`src/hw/csd_defs.vh`:
```
// Contract
// One serial data bit per sampling clock period; bit rate equals clock rate.
// Source places the rising sampling edge in the middle of each bit.
// Source changes the serial bit only on falling sampling edges.
// Decoder captures the serial bit on each rising sampling edge as the decision.
// Force-quiet low resets all decoder logic and forces the idle quieting output.
// Quieting output toggles between two adjacent levels on falling edges, half rate.
// Estimate clamps at three quarters of full scale; releases once below it.
// Filters update once per bit, so time constants scale inversely with rate.
// Syllabic filter time constant about 4.0 ms at 16 kbps.
// Signal-estimate filter time constant about 1.0 ms at the reference rate.
// Both filters are single-pole first-order recursive filters.
// Syllabic output at equal ones/zeros density about 24 dB above its minimum.
// Estimate quantized with smallest level about 0.1 percent of full scale.
// Minimum step is twice the resolution, about 0.2 percent.
// Works from 9 to 64 kbps and beyond either limit.
// Runs of equal bits grow the step, else it decays; bits add or subtract it.
`ifndef CSD_DEFS_VH
`define CSD_DEFS_VH

// Output resolution and fixed point
`define CSD_OUT_W 10
`define CSD_FRAC_W 8
`define CSD_EST_W 20
// Reference rate and filter time constants
`define CSD_REF_RATE_KBPS 16
`define CSD_SYL_TC_US 4000
`define CSD_SE_TC_US 1000
// Step sizes in output LSB
`define CSD_MIN_STEP_LSB 2
`define CSD_MAX_STEP_LSB 128
`define CSD_RATIO_X 16
`define CSD_RUN_LEN 3
// Clamp at 0.75 of a half scale of 512 LSB
`define CSD_CLAMP_LSB 384
// Quieting levels
`define CSD_QUIET_LO 10'h000
`define CSD_QUIET_HI 10'h001

`endif

```
`src/hw/csd_decoder.v`:
```
`timescale 1ns/1ps
`include "csd_defs.vh"

module csd_decoder #(
  parameter OUT_W = `CSD_OUT_W,
  parameter FRAC_W = `CSD_FRAC_W,
  parameter EST_W = `CSD_EST_W,
  parameter RUN_LEN = `CSD_RUN_LEN,
  parameter SYL_TC_US = `CSD_SYL_TC_US,
  parameter SE_TC_US = `CSD_SE_TC_US,
  parameter REF_RATE_KBPS = `CSD_REF_RATE_KBPS
) (
  input wire ref_clk_in,
  input wire rst_in,
  input wire sample_clk_in,
  input wire serial_data_in,
  input wire force_quiet_n_in,
  output reg [OUT_W-1:0] level_out,
  output reg bit_strobe_out,
  output reg decision_bit_out,
  output reg clamp_out,
  output reg quiet_out
);

  ////////////////////////////////////////////////////////////////////////////////
  // Derived constants

  function integer csd_log2;
    input integer value;
    integer n;
    begin
      n = 0;
      while ((1 << (n + 1)) <= value)
        n = n + 1;
      csd_log2 = n;
    end
  endfunction

  // syllabic constant in bits
  localparam integer SYL_TAU_BITS = SYL_TC_US * REF_RATE_KBPS / 1000;
  // estimate constant in bits
  localparam integer SE_TAU_BITS = SE_TC_US * REF_RATE_KBPS / 1000;
  localparam integer SYL_SHIFT = csd_log2(SYL_TAU_BITS);
  localparam integer SE_SHIFT = csd_log2(SE_TAU_BITS);

  // minimum step two LSB
  localparam integer MIN_STEP_I = `CSD_MIN_STEP_LSB * (1 << FRAC_W);
  localparam integer MAX_STEP_I = `CSD_MAX_STEP_LSB * (1 << FRAC_W);
  localparam integer CLAMP_I = `CSD_CLAMP_LSB * (1 << FRAC_W);
  localparam [EST_W-1:0] MIN_STEP = MIN_STEP_I[EST_W-1:0];
  localparam [EST_W-1:0] MAX_STEP = MAX_STEP_I[EST_W-1:0];
  // boost sized so random data settles at 16x minimum step
  localparam integer BOOST_INT = ((`CSD_RATIO_X - 1) * `CSD_MIN_STEP_LSB * (1 << FRAC_W) * 4)
                                 / SYL_TAU_BITS;
  localparam [EST_W-1:0] BOOST = BOOST_INT[EST_W-1:0];
  // clamp limit in accumulator units
  localparam [EST_W-1:0] CLAMP_ACC = CLAMP_I[EST_W-1:0];

  ////////////////////////////////////////////////////////////////////////////////
  // Helper functions

  // Three equal bits in the window grow the step
  function csd_run;
    input [RUN_LEN-1:0] bits;
    begin
      csd_run = (&bits) | (~|bits);
    end
  endfunction

  // True once a signed sum reaches the clamp in either polarity
  function csd_at_limit;
    input [EST_W-1:0] sum;
    input [EST_W-1:0] limit;
    begin
      csd_at_limit = ($signed(sum) >= $signed(limit)) || ($signed(sum) <= -$signed(limit));
    end
  endfunction

  // Saturate a signed sum to the clamp in either polarity
  function [EST_W-1:0] csd_sat;
    input [EST_W-1:0] sum;
    input [EST_W-1:0] limit;
    begin
      if ($signed(sum) >= $signed(limit))
        csd_sat = limit;
      else if ($signed(sum) <= -$signed(limit))
        csd_sat = {EST_W{1'b0}} - limit;
      else
        csd_sat = sum;
    end
  endfunction

  // Whole output LSB of a fixed point estimate
  function [OUT_W-1:0] csd_level;
    input [EST_W-1:0] acc;
    begin
      csd_level = acc[FRAC_W+OUT_W-1:FRAC_W];
    end
  endfunction

  ////////////////////////////////////////////////////////////////////////////////
  // State

  reg sclk_q;
  reg quiet_phase_q;
  reg [RUN_LEN-2:0] hist_q;
  reg [EST_W-1:0] step_q;
  reg signed [EST_W-1:0] est_q;

  // Next values
  reg phase_d;
  reg [RUN_LEN-2:0] hist_d;
  reg [EST_W-1:0] step_d;
  reg signed [EST_W-1:0] est_d;
  reg [OUT_W-1:0] level_d;
  reg strobe_d;
  reg decision_d;
  reg clamp_d;
  reg quiet_d;

  ////////////////////////////////////////////////////////////////////////////////
  // Sampling clock edges

  // rate free detection; reset copies the pin so no false edge follows
  always @(posedge ref_clk_in) begin
    if (rst_in)
      sclk_q <= sample_clk_in;
    else
      sclk_q <= sample_clk_in;
  end

  // one bit per rise
  wire rise = sample_clk_in & ~sclk_q;
  wire fall = ~sample_clk_in & sclk_q;
  // rising edge takes bit
  wire take = rise & force_quiet_n_in;
  // quiet while low
  wire quiet_mode = ~force_quiet_n_in;

  ////////////////////////////////////////////////////////////////////////////////
  // Run detector and syllabic filter

  reg [RUN_LEN-1:0] window;
  reg run_hit;
  reg [EST_W-1:0] step_decay;
  reg [EST_W-1:0] step_sum;
  reg [EST_W-1:0] step_calc;

  always @* begin
    window = {hist_q, serial_data_in};
    // run of equal bits
    run_hit = csd_run(window);
    // one-pole decay toward minimum
    step_decay = (step_q - MIN_STEP) >> SYL_SHIFT;
    step_sum = step_q - step_decay;
    if (run_hit)
      step_sum = step_sum + BOOST;
    // step capped at maximum
    if (step_sum > MAX_STEP)
      step_calc = MAX_STEP;
    else
      step_calc = step_sum;
  end

  ////////////////////////////////////////////////////////////////////////////////
  // Signal estimate filter and clamp

  reg signed [EST_W-1:0] est_leak;
  reg signed [EST_W-1:0] est_sum;
  reg signed [EST_W-1:0] est_calc;
  reg clamp_calc;

  always @* begin
    // leaky estimate integrator
    est_leak = est_q >>> SE_SHIFT;
    est_sum = est_q - est_leak;
    // old step added by polarity
    if (serial_data_in)
      est_sum = est_sum + $signed(step_q);
    else
      est_sum = est_sum - $signed(step_q);
    // clamp at three quarters
    clamp_calc = csd_at_limit(est_sum, CLAMP_ACC);
    est_calc = csd_sat(est_sum, CLAMP_ACC);
  end

  ////////////////////////////////////////////////////////////////////////////////
  // Next state

  always @* begin
    phase_d = quiet_phase_q;
    hist_d = hist_q;
    step_d = step_q;
    est_d = est_q;
    level_d = level_out;
    strobe_d = 1'b0;
    decision_d = decision_bit_out;
    clamp_d = clamp_out;
    quiet_d = quiet_out;
    if (quiet_mode) begin
      // hold all logic reset
      hist_d = {(RUN_LEN-1){1'b0}};
      step_d = MIN_STEP;
      est_d = {EST_W{1'b0}};
      decision_d = 1'b0;
      clamp_d = 1'b0;
      quiet_d = 1'b1;
      // toggle on falling edge
      if (fall) begin
        phase_d = ~quiet_phase_q;
        level_d = quiet_phase_q ? `CSD_QUIET_LO : `CSD_QUIET_HI;
      end
    end else if (take) begin
      // capture decision bit
      quiet_d = 1'b0;
      phase_d = 1'b0;
      decision_d = serial_data_in;
      hist_d = window[RUN_LEN-2:0];
      strobe_d = 1'b1;
      // one filter update per bit
      est_d = est_calc;
      // step frozen while clamped
      if (!clamp_out)
        step_d = step_calc;
      clamp_d = clamp_calc;
      // quantize to output LSB
      level_d = csd_level(est_calc);
    end
  end

  ////////////////////////////////////////////////////////////////////////////////
  // Registers

  // quiet pattern phase
  always @(posedge ref_clk_in) begin
    if (rst_in)
      quiet_phase_q <= 1'b0;
    else
      quiet_phase_q <= phase_d;
  end

  // bit history
  always @(posedge ref_clk_in) begin
    if (rst_in)
      hist_q <= {(RUN_LEN-1){1'b0}};
    else
      hist_q <= hist_d;
  end

  // Step starts at minimum
  always @(posedge ref_clk_in) begin
    if (rst_in)
      step_q <= MIN_STEP;
    else
      step_q <= step_d;
  end

  // Estimate accumulator
  always @(posedge ref_clk_in) begin
    if (rst_in)
      est_q <= {EST_W{1'b0}};
    else
      est_q <= est_d;
  end

  // Registered output level
  always @(posedge ref_clk_in) begin
    if (rst_in)
      level_out <= `CSD_QUIET_LO;
    else
      level_out <= level_d;
  end

  // One-cycle bit strobe
  always @(posedge ref_clk_in) begin
    if (rst_in)
      bit_strobe_out <= 1'b0;
    else
      bit_strobe_out <= strobe_d;
  end

  // decision held until next bit
  always @(posedge ref_clk_in) begin
    if (rst_in)
      decision_bit_out <= 1'b0;
    else
      decision_bit_out <= decision_d;
  end

  // clamp flag
  always @(posedge ref_clk_in) begin
    if (rst_in)
      clamp_out <= 1'b0;
    else
      clamp_out <= clamp_d;
  end

  // quiet flag
  always @(posedge ref_clk_in) begin
    if (rst_in)
      quiet_out <= 1'b1;
    else
      quiet_out <= quiet_d;
  end

endmodule // csd_decoder

```
`config.mk`:
```
export PLATFORM = sky130hd
export DESIGN_NAME = csd_decoder
export DESIGN_NICKNAME = d
export VERILOG_FILES = /design/src/hw/csd_decoder.v
export VERILOG_INCLUDE_DIRS = /design/src /design/src/hw
export SDC_FILE = /design/constraint.sdc
export NUM_CORES = 1
export LEC_CHECK = 0
export BUFFER_PORTS_ARGS = -buffer_cell sky130_fd_sc_hd__buf_2
export CORE_UTILIZATION = 64
export DETAILED_ROUTE_END_ITERATION = 10
export PLACE_DENSITY = 0.82
export SYNTH_ARGS = -nofsm -noshare
export SYNTH_HDL_FRONTEND = slang
export SYNTH_SLANG_ARGS = --single-unit
```
`constraint.sdc`:
```
create_clock -name ref_clk_in -period 6.81 [get_ports ref_clk_in]
set_input_delay 0.3405 -clock ref_clk_in [delete_from_list [all_inputs] [get_ports ref_clk_in]]
set_output_delay 0.3405 -clock ref_clk_in [all_outputs]
set_load 0.01 [all_outputs]
```
==> metrics.md, run 1 <==
| Metric | Value |
|---|---|
| Final WL | `14900 microns` |
| Worst Path Buf+Inv | `2` |
| Crit Path Max Fanout | `22` |
| Pre-Repair DR Iteration Count | `8` |
| Layout area overhead | `5.78%` |
| Clk_skew | `0.0156 ns` |
| Seq/Total Area, Yosys | `19.3%` |
| MaxCap Viol Count | `0` |
| Layout fillers | `729` |
| Worst hold stages | `1` |
| Reg-to-Reg Start | `est_q[0]$_SDFFE_PP0P_` |
| Residual DRC | `1` |
| Final min period | `5.33 ns` |
| Clock H-tree levels | `3` |
| Synthesized instance count | `778` |
| Post-route ant nets | `0` |
| DIE WIDTH | `98.1 microns` |
| Pins Over Slew Limit | `0` |
| GP Congestion | `0.897` |
| Clock sink count | `57` |
| Post-Layout Inst Area | `0.00625 sq mm` |
| FF+latch area | `0.00114 sq mm` |
| Unrepaired setup endpoints after global routing | `no` |
| Routing usage on met1 | `40.1%` |
| # IOs | `19` |
| Iteration-0 DRC Markers | `243` |
| Final setup fails | `0` |
| Critical Path Most Common Cell | `o21ai_0` |
| CP Data Arrival Time | `5.56 ns` |
| Total grt overflow | `0` |
| CP peak stage delay | `0.41 ns` |
| Clock tree buffer depth | `2` |
| Slew @ Worst Pin | `1.19 ns` |
| Grt met3 use | `4.58%` |
| Cell Area, Placed | `0.00605 sq mm` |
| HP Class | `primary input to flip-flop` |
| Die area | `0.00962 sq mm` |
| Outcome | `complete, but fails checks` |
| First-pass GRT wire length | `25300 microns` |
| Vias/cell | `6.44` |
| Critical Path Start Type | `flip-flop` |
| Beginning of the critical path | `est_q[0]$_SDFFE_PP0P_` |
| Cts repair resizes | `0` |
| Fraction of layout cells with a size suffix above 1 | `8.09%` |
| Slew headroom | `20.2%` |
| Fmax | `188 MHz` |
| Depth of the most critical reg-to-reg path | `23` |
| Root Buffer | `clkbuf_8` |
| TNS Setup | `0 ns` |
| Ys flop type | `dfxtp_1` |
| Clock slew at reported path FFs | `0.06 ns` |
| Leading area contributor after synthesis | `dfxtp_1` |
| Final net count | `850` |
| Met2 usage | `55.8%` |
| Crit-path cells | `inv_1 -> ha_1 -> fa_1 -> nor2b_1 -> o21ai_0 -> a21boi_0 -> o21ai_0 -> a21oi_1 -> a41oi_1 -> a211o_1 -> o21ai_0 -> nor2_1 -> xnor2_1 -> ha_1 -> a21oi_1 -> o21ai_0 -> o21a_1 -> a21o_1 -> a21oi_2 -> xor2_2 -> mux2i_1 -> buf_4 -> o21ai_0` |
| Port bufs | `18` |
| Most common library cells after synthesis | `nand2_1, dfxtp_1, ha_1` |
| FP Rows | `34` |
| Fin crit share | `78.3%` |
| Total GRT Usage | `32.3%` |
| Cts hold-fix bufs | `0` |
| Post-synth EDFFs | `0` |
| Post-synthesis register bit count | `57` |
| Most frequent cell after synthesis | `nand2_1` |
| Worst hold start | `sample_clk_in` |
| Initial antenna violation count | `0` |
| Total number of yosys warnings | `0` |
| Total CTS buffers | `9` |
| Top post-synthesis cells by area | `dfxtp_1, ha_1, xnor2_1, nand2_1, a21oi_1` |
| Largest net degree at the start of global routing | `23` |
| Area of the multi-input gates | `0.00451 sq mm` |
| CTS tree | `built` |
| Vias in the first global route | `5595` |
| Post-CTS setup buffer count | `0` |
| Yosys cell types | `75` |
| Worst-skew pair later-pin latency | `0.36 ns` |
| Synth Cell Area | `0.00591 sq mm` |
| Ys async rst share | `0%` |
| Final hold viol count | `0` |
| Initial core utilization | `66.8%` |
| Top delay family on crit path | `compound AO/OA/AOI/OAI gates` |
| CP max-delay cell | `fa_1` |
| Synth top area share | `19.3%` |
| GR peak layer | `met2` |
| Avg Synthesized Cell Area | `7.59 sq um` |
| Vias | `5794` |
| Critical path class | `flip-flop to flip-flop` |
| Antenna Cells | `0` |
| Core Area | `0.00885 sq mm` |
| Critical Path RT | `7.04 ns` |
| Failing checks | `design-rule violations` |
| Detail Placement HPWL | `11700 microns` |
| Crit end category | `flip-flop` |
| Die H | `98.1 microns` |
| Syn Nets | `842` |
| Wire per inst | `16.6 microns` |
| CP Depth | `23` |
worst reg2reg max path, cell delays in order (launching register included):
cell and delay [ns]:
dfxtp_1 0.33, inv_1 0.04, ha_1 0.21, fa_1 0.41
nor2b_1 0.12, o21ai_0 0.09, a21boi_0 0.25, o21ai_0 0.16
a21oi_1 0.30, a41oi_1 0.19, a211o_1 0.30, o21ai_0 0.29
nor2_1 0.10, xnor2_1 0.14, ha_1 0.32, a21oi_1 0.21
o21ai_0 0.17, o21a_1 0.21, a21o_1 0.22, a21oi_2 0.17
xor2_2 0.28, mux2i_1 0.28, buf_4 0.28, o21ai_0 0.13
kinds of logic after synthesis:
logic type                 after synthesis  share of synthesized area (%)
and+or+nand+nor                        280                           23.6
AOI/OAI and AO/OA                      237                           27.8
xor gates and xnor gates                72                           10.8
buffers and inverters                   66                           4.34
adders and majority gates               59                           12.9
DFF                                     57                           19.3
muxes                                    7                           1.23
stage by stage:
step | hold slack, ns | utilization (%) | setup slack, ns | instances
3_3_place_gp | 0.431 | 68.4 | 1.79 | 883
2_1_floorplan | 0.368 | - | 2.05 | 778
5_1_grt | 0.166 | 70.6 | 0.895 | 899
4_1_cts | 0.143 | 70.6 | 1.54 | 899
6_report | 0.154 | 70.6 | 1.48 | 899
3_5_place_dp | 0.436 | 68.4 | 1.53 | 883
cell usage in the layout (no fill, tap or decap), types with 4 or more instances in the layout:
cell type   n
a211oi_1    7
a21o_1     16
a21oi_1    52
a311oi_1    4
a31oi_1     4
and2_1     12
and3_1      8
buf_2      18
clkbuf_8   10
dfxtp_1    57
ha_1       56
inv_1      43
mux2i_1     5
nand2_1    96
nand2b_1   13
nand3_1    12
nand4_1     9
nor2_1     51
nor2b_1    15
nor3_1     23
nor3b_1     4
nor4_1      9
o211a_1     4
o211ai_1   10
o21a_1     18
o21ai_0    42
o21ai_1     8
o21bai_1    7
o31a_1      6
o31ai_1    19
or2_2       7
or3_1       6
xnor2_1    42
xor2_1     29
final cells by class:
class / instances / area share (%)
multi-input combinational: 655 / 72.2
sequential: 57 / 18.3
inverter: 43 / 2.58
clock buffer: 11 / 2.26
tap: 108 / 2.16
timing repair buffer: 20 / 1.68
clock inverter: 5 / 0.881
sequential cells by signal (all words and copies together) (netlist names):
| register | flops |
|---|---|
| bit_strobe_out | 1 |
| clamp_out | 1 |
| est_q | 20 |
| hist_q | 2 |
| level_out | 10 |
| quiet_out | 1 |
| quiet_phase_q | 1 |
| sclk_q | 1 |
| step_q | 20 |
path summary, 6_finish.rpt:
kind	slack, ns	end
min reg2reg	0.45	quiet_out$_SDFFE_PP1P_
min	0.15	sclk_q$_DFF_P_
max	1.48	est_q[0]$_SDFFE_PP0P_
max reg2reg	1.48	est_q[0]$_SDFFE_PP0P_
layer usage:
metal / share of wire, % / wire length (microns)
met5: 0 / 0
met1: 44 / 6550
met4: 2.4 / 365
met2: 47 / 7030
met3: 6.5 / 967
Power of run 1 is not shown: default switching activity piles up to over one toggle a cycle in this logic, so the estimate is an artifact.
==> run 2: changes to the inputs <==
ABC_AREA = 1   (was unset)
CORE_UTILIZATION = 58   (was 64)
PLACE_DENSITY = 0.78   (was 0.82)
clock period = 4.25 ns   (was 6.81 ns; I/O delays follow)
==> run 2 against run 1 <==
Against the previous run: synthesized area rose by 9.3%; synthesized cell count rose by 34%; clock skew fell by 0.0019 ns; clock-buffer cell count rose by 1; via count rose by 12%; worst setup slack got worse by 1.2 ns; worst hold slack improved by 0.021 ns; fmax rose by 35%; flip-flop and latch count did not move; global-route usage fell by 2.9 points; the run now ends clean; die area rose by 20%; routed wire length rose by 7.9%.
==> metrics.md, run 2 <==
| Metric | Value |
|---|---|
| Unrepaired setup endpoints after global routing | `no` |
| Residual DRC | `0` |
| Layout area overhead | `7.79%` |
| Port bufs | `18` |
| Seq/Total Area, Yosys | `17.7%` |
| Synth top area share | `17.7%` |
| CP endpoint | `level_out[5]$_SDFFE_PP0P_` |
| Reg-to-Reg Start | `est_q[7]$_SDFFE_PP0P_` |
| Post-synth EDFFs | `0` |
| Worst-skew pair later-pin latency | `0.35 ns` |
| R2R Setup Slk | `0.29 ns` |
| Critical path class | `flip-flop to flip-flop` |
| Post-synthesis register bit count | `57` |
| GP Congestion | `0.911` |
| Non-filler instance count after layout | `1211` |
| Die H | `108 microns` |
| Avg Synthesized Cell Area | `6.18 sq um` |
| Total number of yosys warnings | `0` |
| Initial antenna violation count | `0` |
| MaxCap Viol Count | `0` |
| Critical Path Start Type | `flip-flop` |
| Crit Path Max Fanout | `15` |
| Vias | `6509` |
| Vias in the first global route | `5969` |
| Clock slew at reported path FFs | `0.06 ns` |
| Clk_skew | `0.0137 ns` |
| Beginning of the critical path | `est_q[7]$_SDFFE_PP0P_` |
| Ys async rst share | `0%` |
| Final net count | `1131` |
| HP Class | `primary input to flip-flop` |
| Reg2reg end | `level_out[5]$_SDFFE_PP0P_` |
| Pins Over Slew Limit | `0` |
| Slew headroom | `59.9%` |
| Fmax | `253 MHz` |
| Leading area contributor after synthesis | `dfxtp_1` |
| Top post-synthesis cells by area | `dfxtp_1, nand2_1, ha_1, inv_1, a21oi_1` |
| First-pass GRT wire length | `27400 microns` |
| TNS Setup | `0 ns` |
| Detail Placement HPWL | `13000 microns` |
| CTS tree | `built` |
| Clock sink count | `57` |
| Fraction of layout cells with a size suffix above 1 | `12.3%` |
| CP Data Arrival Time | `4.24 ns` |
| Depth of the most critical reg-to-reg path | `21` |
| Clock H-tree levels | `3` |
| Critical Path RT | `4.53 ns` |
| Final WL | `16100 microns` |
| Ys flop type | `dfxtp_1` |
| Most common library cells after synthesis | `nand2_1, inv_1, a21oi_1` |
| FP Rows | `38` |
| Crit end category | `flip-flop` |
| Fin crit share | `93.2%` |
| Root Buffer | `clkbuf_8` |
| Top Registers | `est_q (20), step_q (20), level_out (10)` |
| Most common cell after layout, fill and taps aside | `nand2_1` |
| Most frequent cell after synthesis | `nand2_1` |
| Syn Nets | `1109` |
| Antenna Cells | `0` |
| Clock tree buffer depth | `2` |
| Post-route ant nets | `0` |
| Total grt overflow | `0` |
| Synth Cell Area | `0.00646 sq mm` |
| Iteration-0 DRC Markers | `395` |
| DIE WIDTH | `108 microns` |
| Largest net degree at the start of global routing | `39` |
| Final min period | `3.96 ns` |
| Most frequent cells in the layout | `nand2_1, inv_1, a21oi_1` |
| Pre-Repair DR Iteration Count | `7` |
| # IOs | `19` |
| Final setup fails | `0` |
| Final hold viol count | `0` |
| Core Area | `0.0108 sq mm` |
| Vias/cell | `5.37` |
| Slew @ Worst Pin | `0.599 ns` |
| # placed instances | `1193` |
| Yosys cell types | `42` |
| Outcome | `completed` |
| Die area | `0.0116 sq mm` |
| Total GRT Usage | `29.4%` |
| Wire per inst | `13.3 microns` |
| Initial core utilization | `59.6%` |
| Total CTS buffers | `9` |
| Synthesized instance count | `1045` |
## run 2: layer usage
metal  routed length, microns  GRT usage, %  part of all wire [%]  vias to the layer above
li1                         -             -                     -                     3409
met1                     8090          41.3                    50                     2953
met2                     7100          46.7                    44                      133
met3                      738          4.72                   4.6                       14
met4                      162          6.85                   1.0                        0
met5                        0             0                     0                        -
## run 2: kinds of logic after synthesis
kind of cell	count (synthesis)	synth area share [%]
buffers and inverters	177	11.1
AOI/OAI and AO/OA	148	13.2
and+or+nand+nor	550	38.8
adders and majority gates	59	11.8
xor gates and xnor gates	54	7.44
DFF	57	17.7
## run 2: final cells by class
cell class / instances / area, sq um
Multi-Input combinational cell: 811 / 4660
Clock buffer: 12 / 145
Fill cell: 1083 / 3880
Tap cell: 140 / 175
Inverter: 161 / 604
Timing Repair Buffer: 27 / 173
Clock inverter: 3 / 65.1
Sequential cell: 57 / 1140
## run 2: worst min-delay path by stage
stage                                start  cells after the start  slack, ns                        end
final                     force_quiet_n_in                      3       0.18  level_out[0]$_SDFFE_PP0P_
after global routing      force_quiet_n_in                      3       0.20  level_out[0]$_SDFFE_PP0P_
after CTS                 force_quiet_n_in                      3       0.17  level_out[0]$_SDFFE_PP0P_
after detailed placement     sample_clk_in                      1       0.35             sclk_q$_DFF_P_
after global placement       sample_clk_in                      1       0.34             sclk_q$_DFF_P_
after floorplan              sample_clk_in                      0       0.24             sclk_q$_DFF_P_
## run 2: repair_timing
item / CTS / global route
endpoints found under the setup margin: 11 / 35
endpoints found under the hold margin: 1 / 0
hold buffers: 1 / 0
buffers inserted: 1 / 1
resized for setup: 1 / 16
pin swaps: 1 / 3
## run 2: stage by stage
step                      cell area, sq um  worst slack (ns)  util (%)  hold WS [ns]
after floorplan                       6460             0.530         -         0.240
after global placement                6670             0.103      61.5         0.345
after detailed placement              6670           0.00658      61.5         0.346
after CTS                             6890            0.0604      63.6         0.165
after global routing                  6960            0.0156      64.2         0.202
final                                 6960             0.290      64.2         0.175
## run 2: worst max-delay path: stages (launching register included)
cell and delay, ns:
dfxtp_1 0.36, inv_1 0.05, ha_1 0.36, a21oi_2 0.18, o21ai_2 0.09, a21oi_2 0.21, o21ai_2 0.10, a21boi_2 0.21
o21ai_2 0.11, a21oi_2 0.17, xor2_1 0.17, inv_1 0.07, ha_1 0.30, a21oi_1 0.21, o21ai_0 0.16, a21oi_2 0.14
xor2_1 0.25, nand3_2 0.15, a21oi_4 0.17, buf_12 0.17, nand3b_1 0.11, a21oi_1 0.14
Power of run 2 is left out for the same reason.
==> run 3: changes to the inputs <==
CTS_BUF_LIST = sky130_fd_sc_hd__clkbuf_16   (was unset)
==> run 3 against run 2 <==
Against the previous run: via count increased by 2.0%; final area increased by 1.7%; register-to-register slack about the same; critical endpoint is now clamp_out$_SDFFE_PP0P_; routed wire length increased by 3.2%; non-clock buffer count decreased by 1; first-iteration DRC count increased by 19%; clock-buffer cell count decreased by 3; core utilization increased by 1.1 points.
==> metrics.md, run 3 (synthesis results as in run 2) <==
| Metric | Value |
|---|---|
| Root Buffer | `clkbuf_16` |
| TNS Setup | `0 ns` |
| Final WL | `16600 microns` |
| R2R Setup Slk | `0.29 ns` |
| Reg-to-Reg Start | `est_q[7]$_SDFFE_PP0P_` |
| Crit end category | `flip-flop` |
| Final hold viol count | `0` |
| Clock H-tree levels | `3` |
| Die H | `108 microns` |
| Clk_skew | `0.0102 ns` |
| Vias/cell | `5.48` |
| Port bufs | `18` |
| Final min period | `3.96 ns` |
| Die area | `0.0116 sq mm` |
| Beginning of the critical path | `est_q[7]$_SDFFE_PP0P_` |
| Routing usage on met1 | `41.8%` |
| Reg2reg end | `clamp_out$_SDFFE_PP0P_` |
| Wire per inst | `13.7 microns` |
| Core Area | `0.0108 sq mm` |
| Total grt overflow | `0` |
| Most common cell after layout, fill and taps aside | `nand2_1` |
| Outcome | `completed` |
| Total GRT Usage | `30.0%` |
| Largest net degree at the start of global routing | `39` |
| Critical Path RT | `4.51 ns` |
| Worst hold start | `sample_clk_in` |
| DIE WIDTH | `108 microns` |
| Clock tree buffer depth | `2` |
| Critical path class | `flip-flop to flip-flop` |
| FP Rows | `38` |
| Pins Over Slew Limit | `0` |
| Post-route ant nets | `0` |
| Crit Path Max Fanout | `9` |
| HP Class | `primary input to flip-flop` |
| Unrepaired setup endpoints after global routing | `no` |
| Grt met3 use | `6.05%` |
| Critical Path Start Type | `flip-flop` |
| Worst hold stages | `1` |
| Iteration-0 DRC Markers | `471` |
| CTS tree | `built` |
| GP Congestion | `0.911` |
| GR peak layer | `met2` |
| Layout area overhead | `9.59%` |
| Vias in the first global route | `6025` |
| Area of the multi-input gates | `0.00469 sq mm` |
| Most frequent cells in the layout | `nand2_1, inv_1, a21oi_1` |
| Fmax | `253 MHz` |
| Layout fillers | `1053` |
| Clock sink count | `57` |
| Worst-skew pair later-pin latency | `0.34 ns` |
| Total CTS buffers | `9` |
| MaxCap Viol Count | `0` |
| Fraction of layout cells with a size suffix above 1 | `12.8%` |
| Initial antenna violation count | `0` |
| Hold EP | `sclk_q$_DFF_P_` |
| Detail Placement HPWL | `13000 microns` |
| Initial core utilization | `59.6%` |
| Slew @ Worst Pin | `0.586 ns` |
| # IOs | `19` |
| Depth of the most critical reg-to-reg path | `23` |
| Final setup fails | `0` |
| FF+latch area | `0.00114 sq mm` |
| Vias | `6641` |
| Residual DRC | `0` |
| Pre-Repair DR Iteration Count | `7` |
| Fin crit share | `93.1%` |
| Slew headroom | `60.8%` |
| CP Data Arrival Time | `4.22 ns` |
| Top Registers | `est_q (20), step_q (20), level_out (10)` |
| Met2 usage | `47.3%` |
| Antenna Cells | `0` |
| Clock slew at reported path FFs | `0.05 ns` |
| First-pass GRT wire length | `27900 microns` |
| Final net count | `1131` |
run 3: changes by cell type in the layout (fill, tap and decap cells not counted), moves of 2 or more:
cell       delta
clkbuf_8     -10
clkbuf_16     +9
clkbuf_1      -2
inv_1         +2
nand2_2       +2
run 3: how the worst max path moves through the flow:
stage / end / slack [ns] / cells past startpoint
after global placement: est_q[13]$_SDFFE_PP0P_ / 0.10 / 21
after floorplan: est_q[1]$_SDFFE_PP0P_ / 0.53 / 23
after CTS: est_q[15]$_SDFFE_PP0P_ / 0.06 / 21
final: clamp_out$_SDFFE_PP0P_ / 0.29 / 23
after global routing: est_q[11]$_SDFFE_PP0P_ / 0.02 / 23
after detailed placement: level_out[5]$_SDFFE_PP0P_ / 0.007 / 21
run 3: timing repair:
item	CTS	global route
gates cloned	0	1
gates resized for setup	1	21
setup buffers	1	1
setup endpoints to repair	11	35
hold buffers	0	0
pin swaps	1	5
run 3: per-layer routing:
metal  vias up  wire, microns
li1       3410              -
met1      3025           8110
met2       177           7230
met5         -              0
met4         0            285
met3        29            983
run 3: worst max-delay path, stage by stage, from the launching register on:
cell,delay [ns]
dfxtp_1,0.35
inv_1,0.05
ha_1,0.36
a21oi_2,0.19
o21ai_2,0.09
a21oi_2,0.20
o21ai_2,0.10
a21boi_2,0.21
o21ai_2,0.11
a21oi_2,0.17
xor2_1,0.17
inv_1,0.07
ha_1,0.31
inv_1,0.13
nor2_1,0.06
nor2_1,0.10
o21bai_1,0.07
a21oi_1,0.15
xor2_1,0.25
nor2_1,0.10
nand2_2,0.15
nand2_2,0.19
buf_4,0.19
a21oi_1,0.12
run 3: cell type report:
cell class,count,share of cell area [%]
Timing Repair Buffer,26,2.30
Clock buffer,9,3.18
Inverter,161,8.54
Tap cell,140,2.48
Sequential cell,57,16.1
Clock inverter,6,1.08
Multi-Input combinational cell,812,66.3
run 3: through the flow:
stage / hold WS, ns / util, % / worst slack, ns / instance area (sq um) / cells
after detailed placement: 0.346 / 61.5 / 0.00658 / 6670 / 1193
final: 0.0109 / 65.3 / 0.295 / 7080 / 1211
after floorplan: 0.240 / - / 0.530 / 6460 / 1045
after global routing: 0.00806 / 65.3 / 0.0218 / 7080 / 1211
after global placement: 0.345 / 61.5 / 0.103 / 6670 / 1193
after CTS: 0.00253 / 64.3 / 0.0568 / 6980 / 1209
Power of run 3 is left out for the same reason.
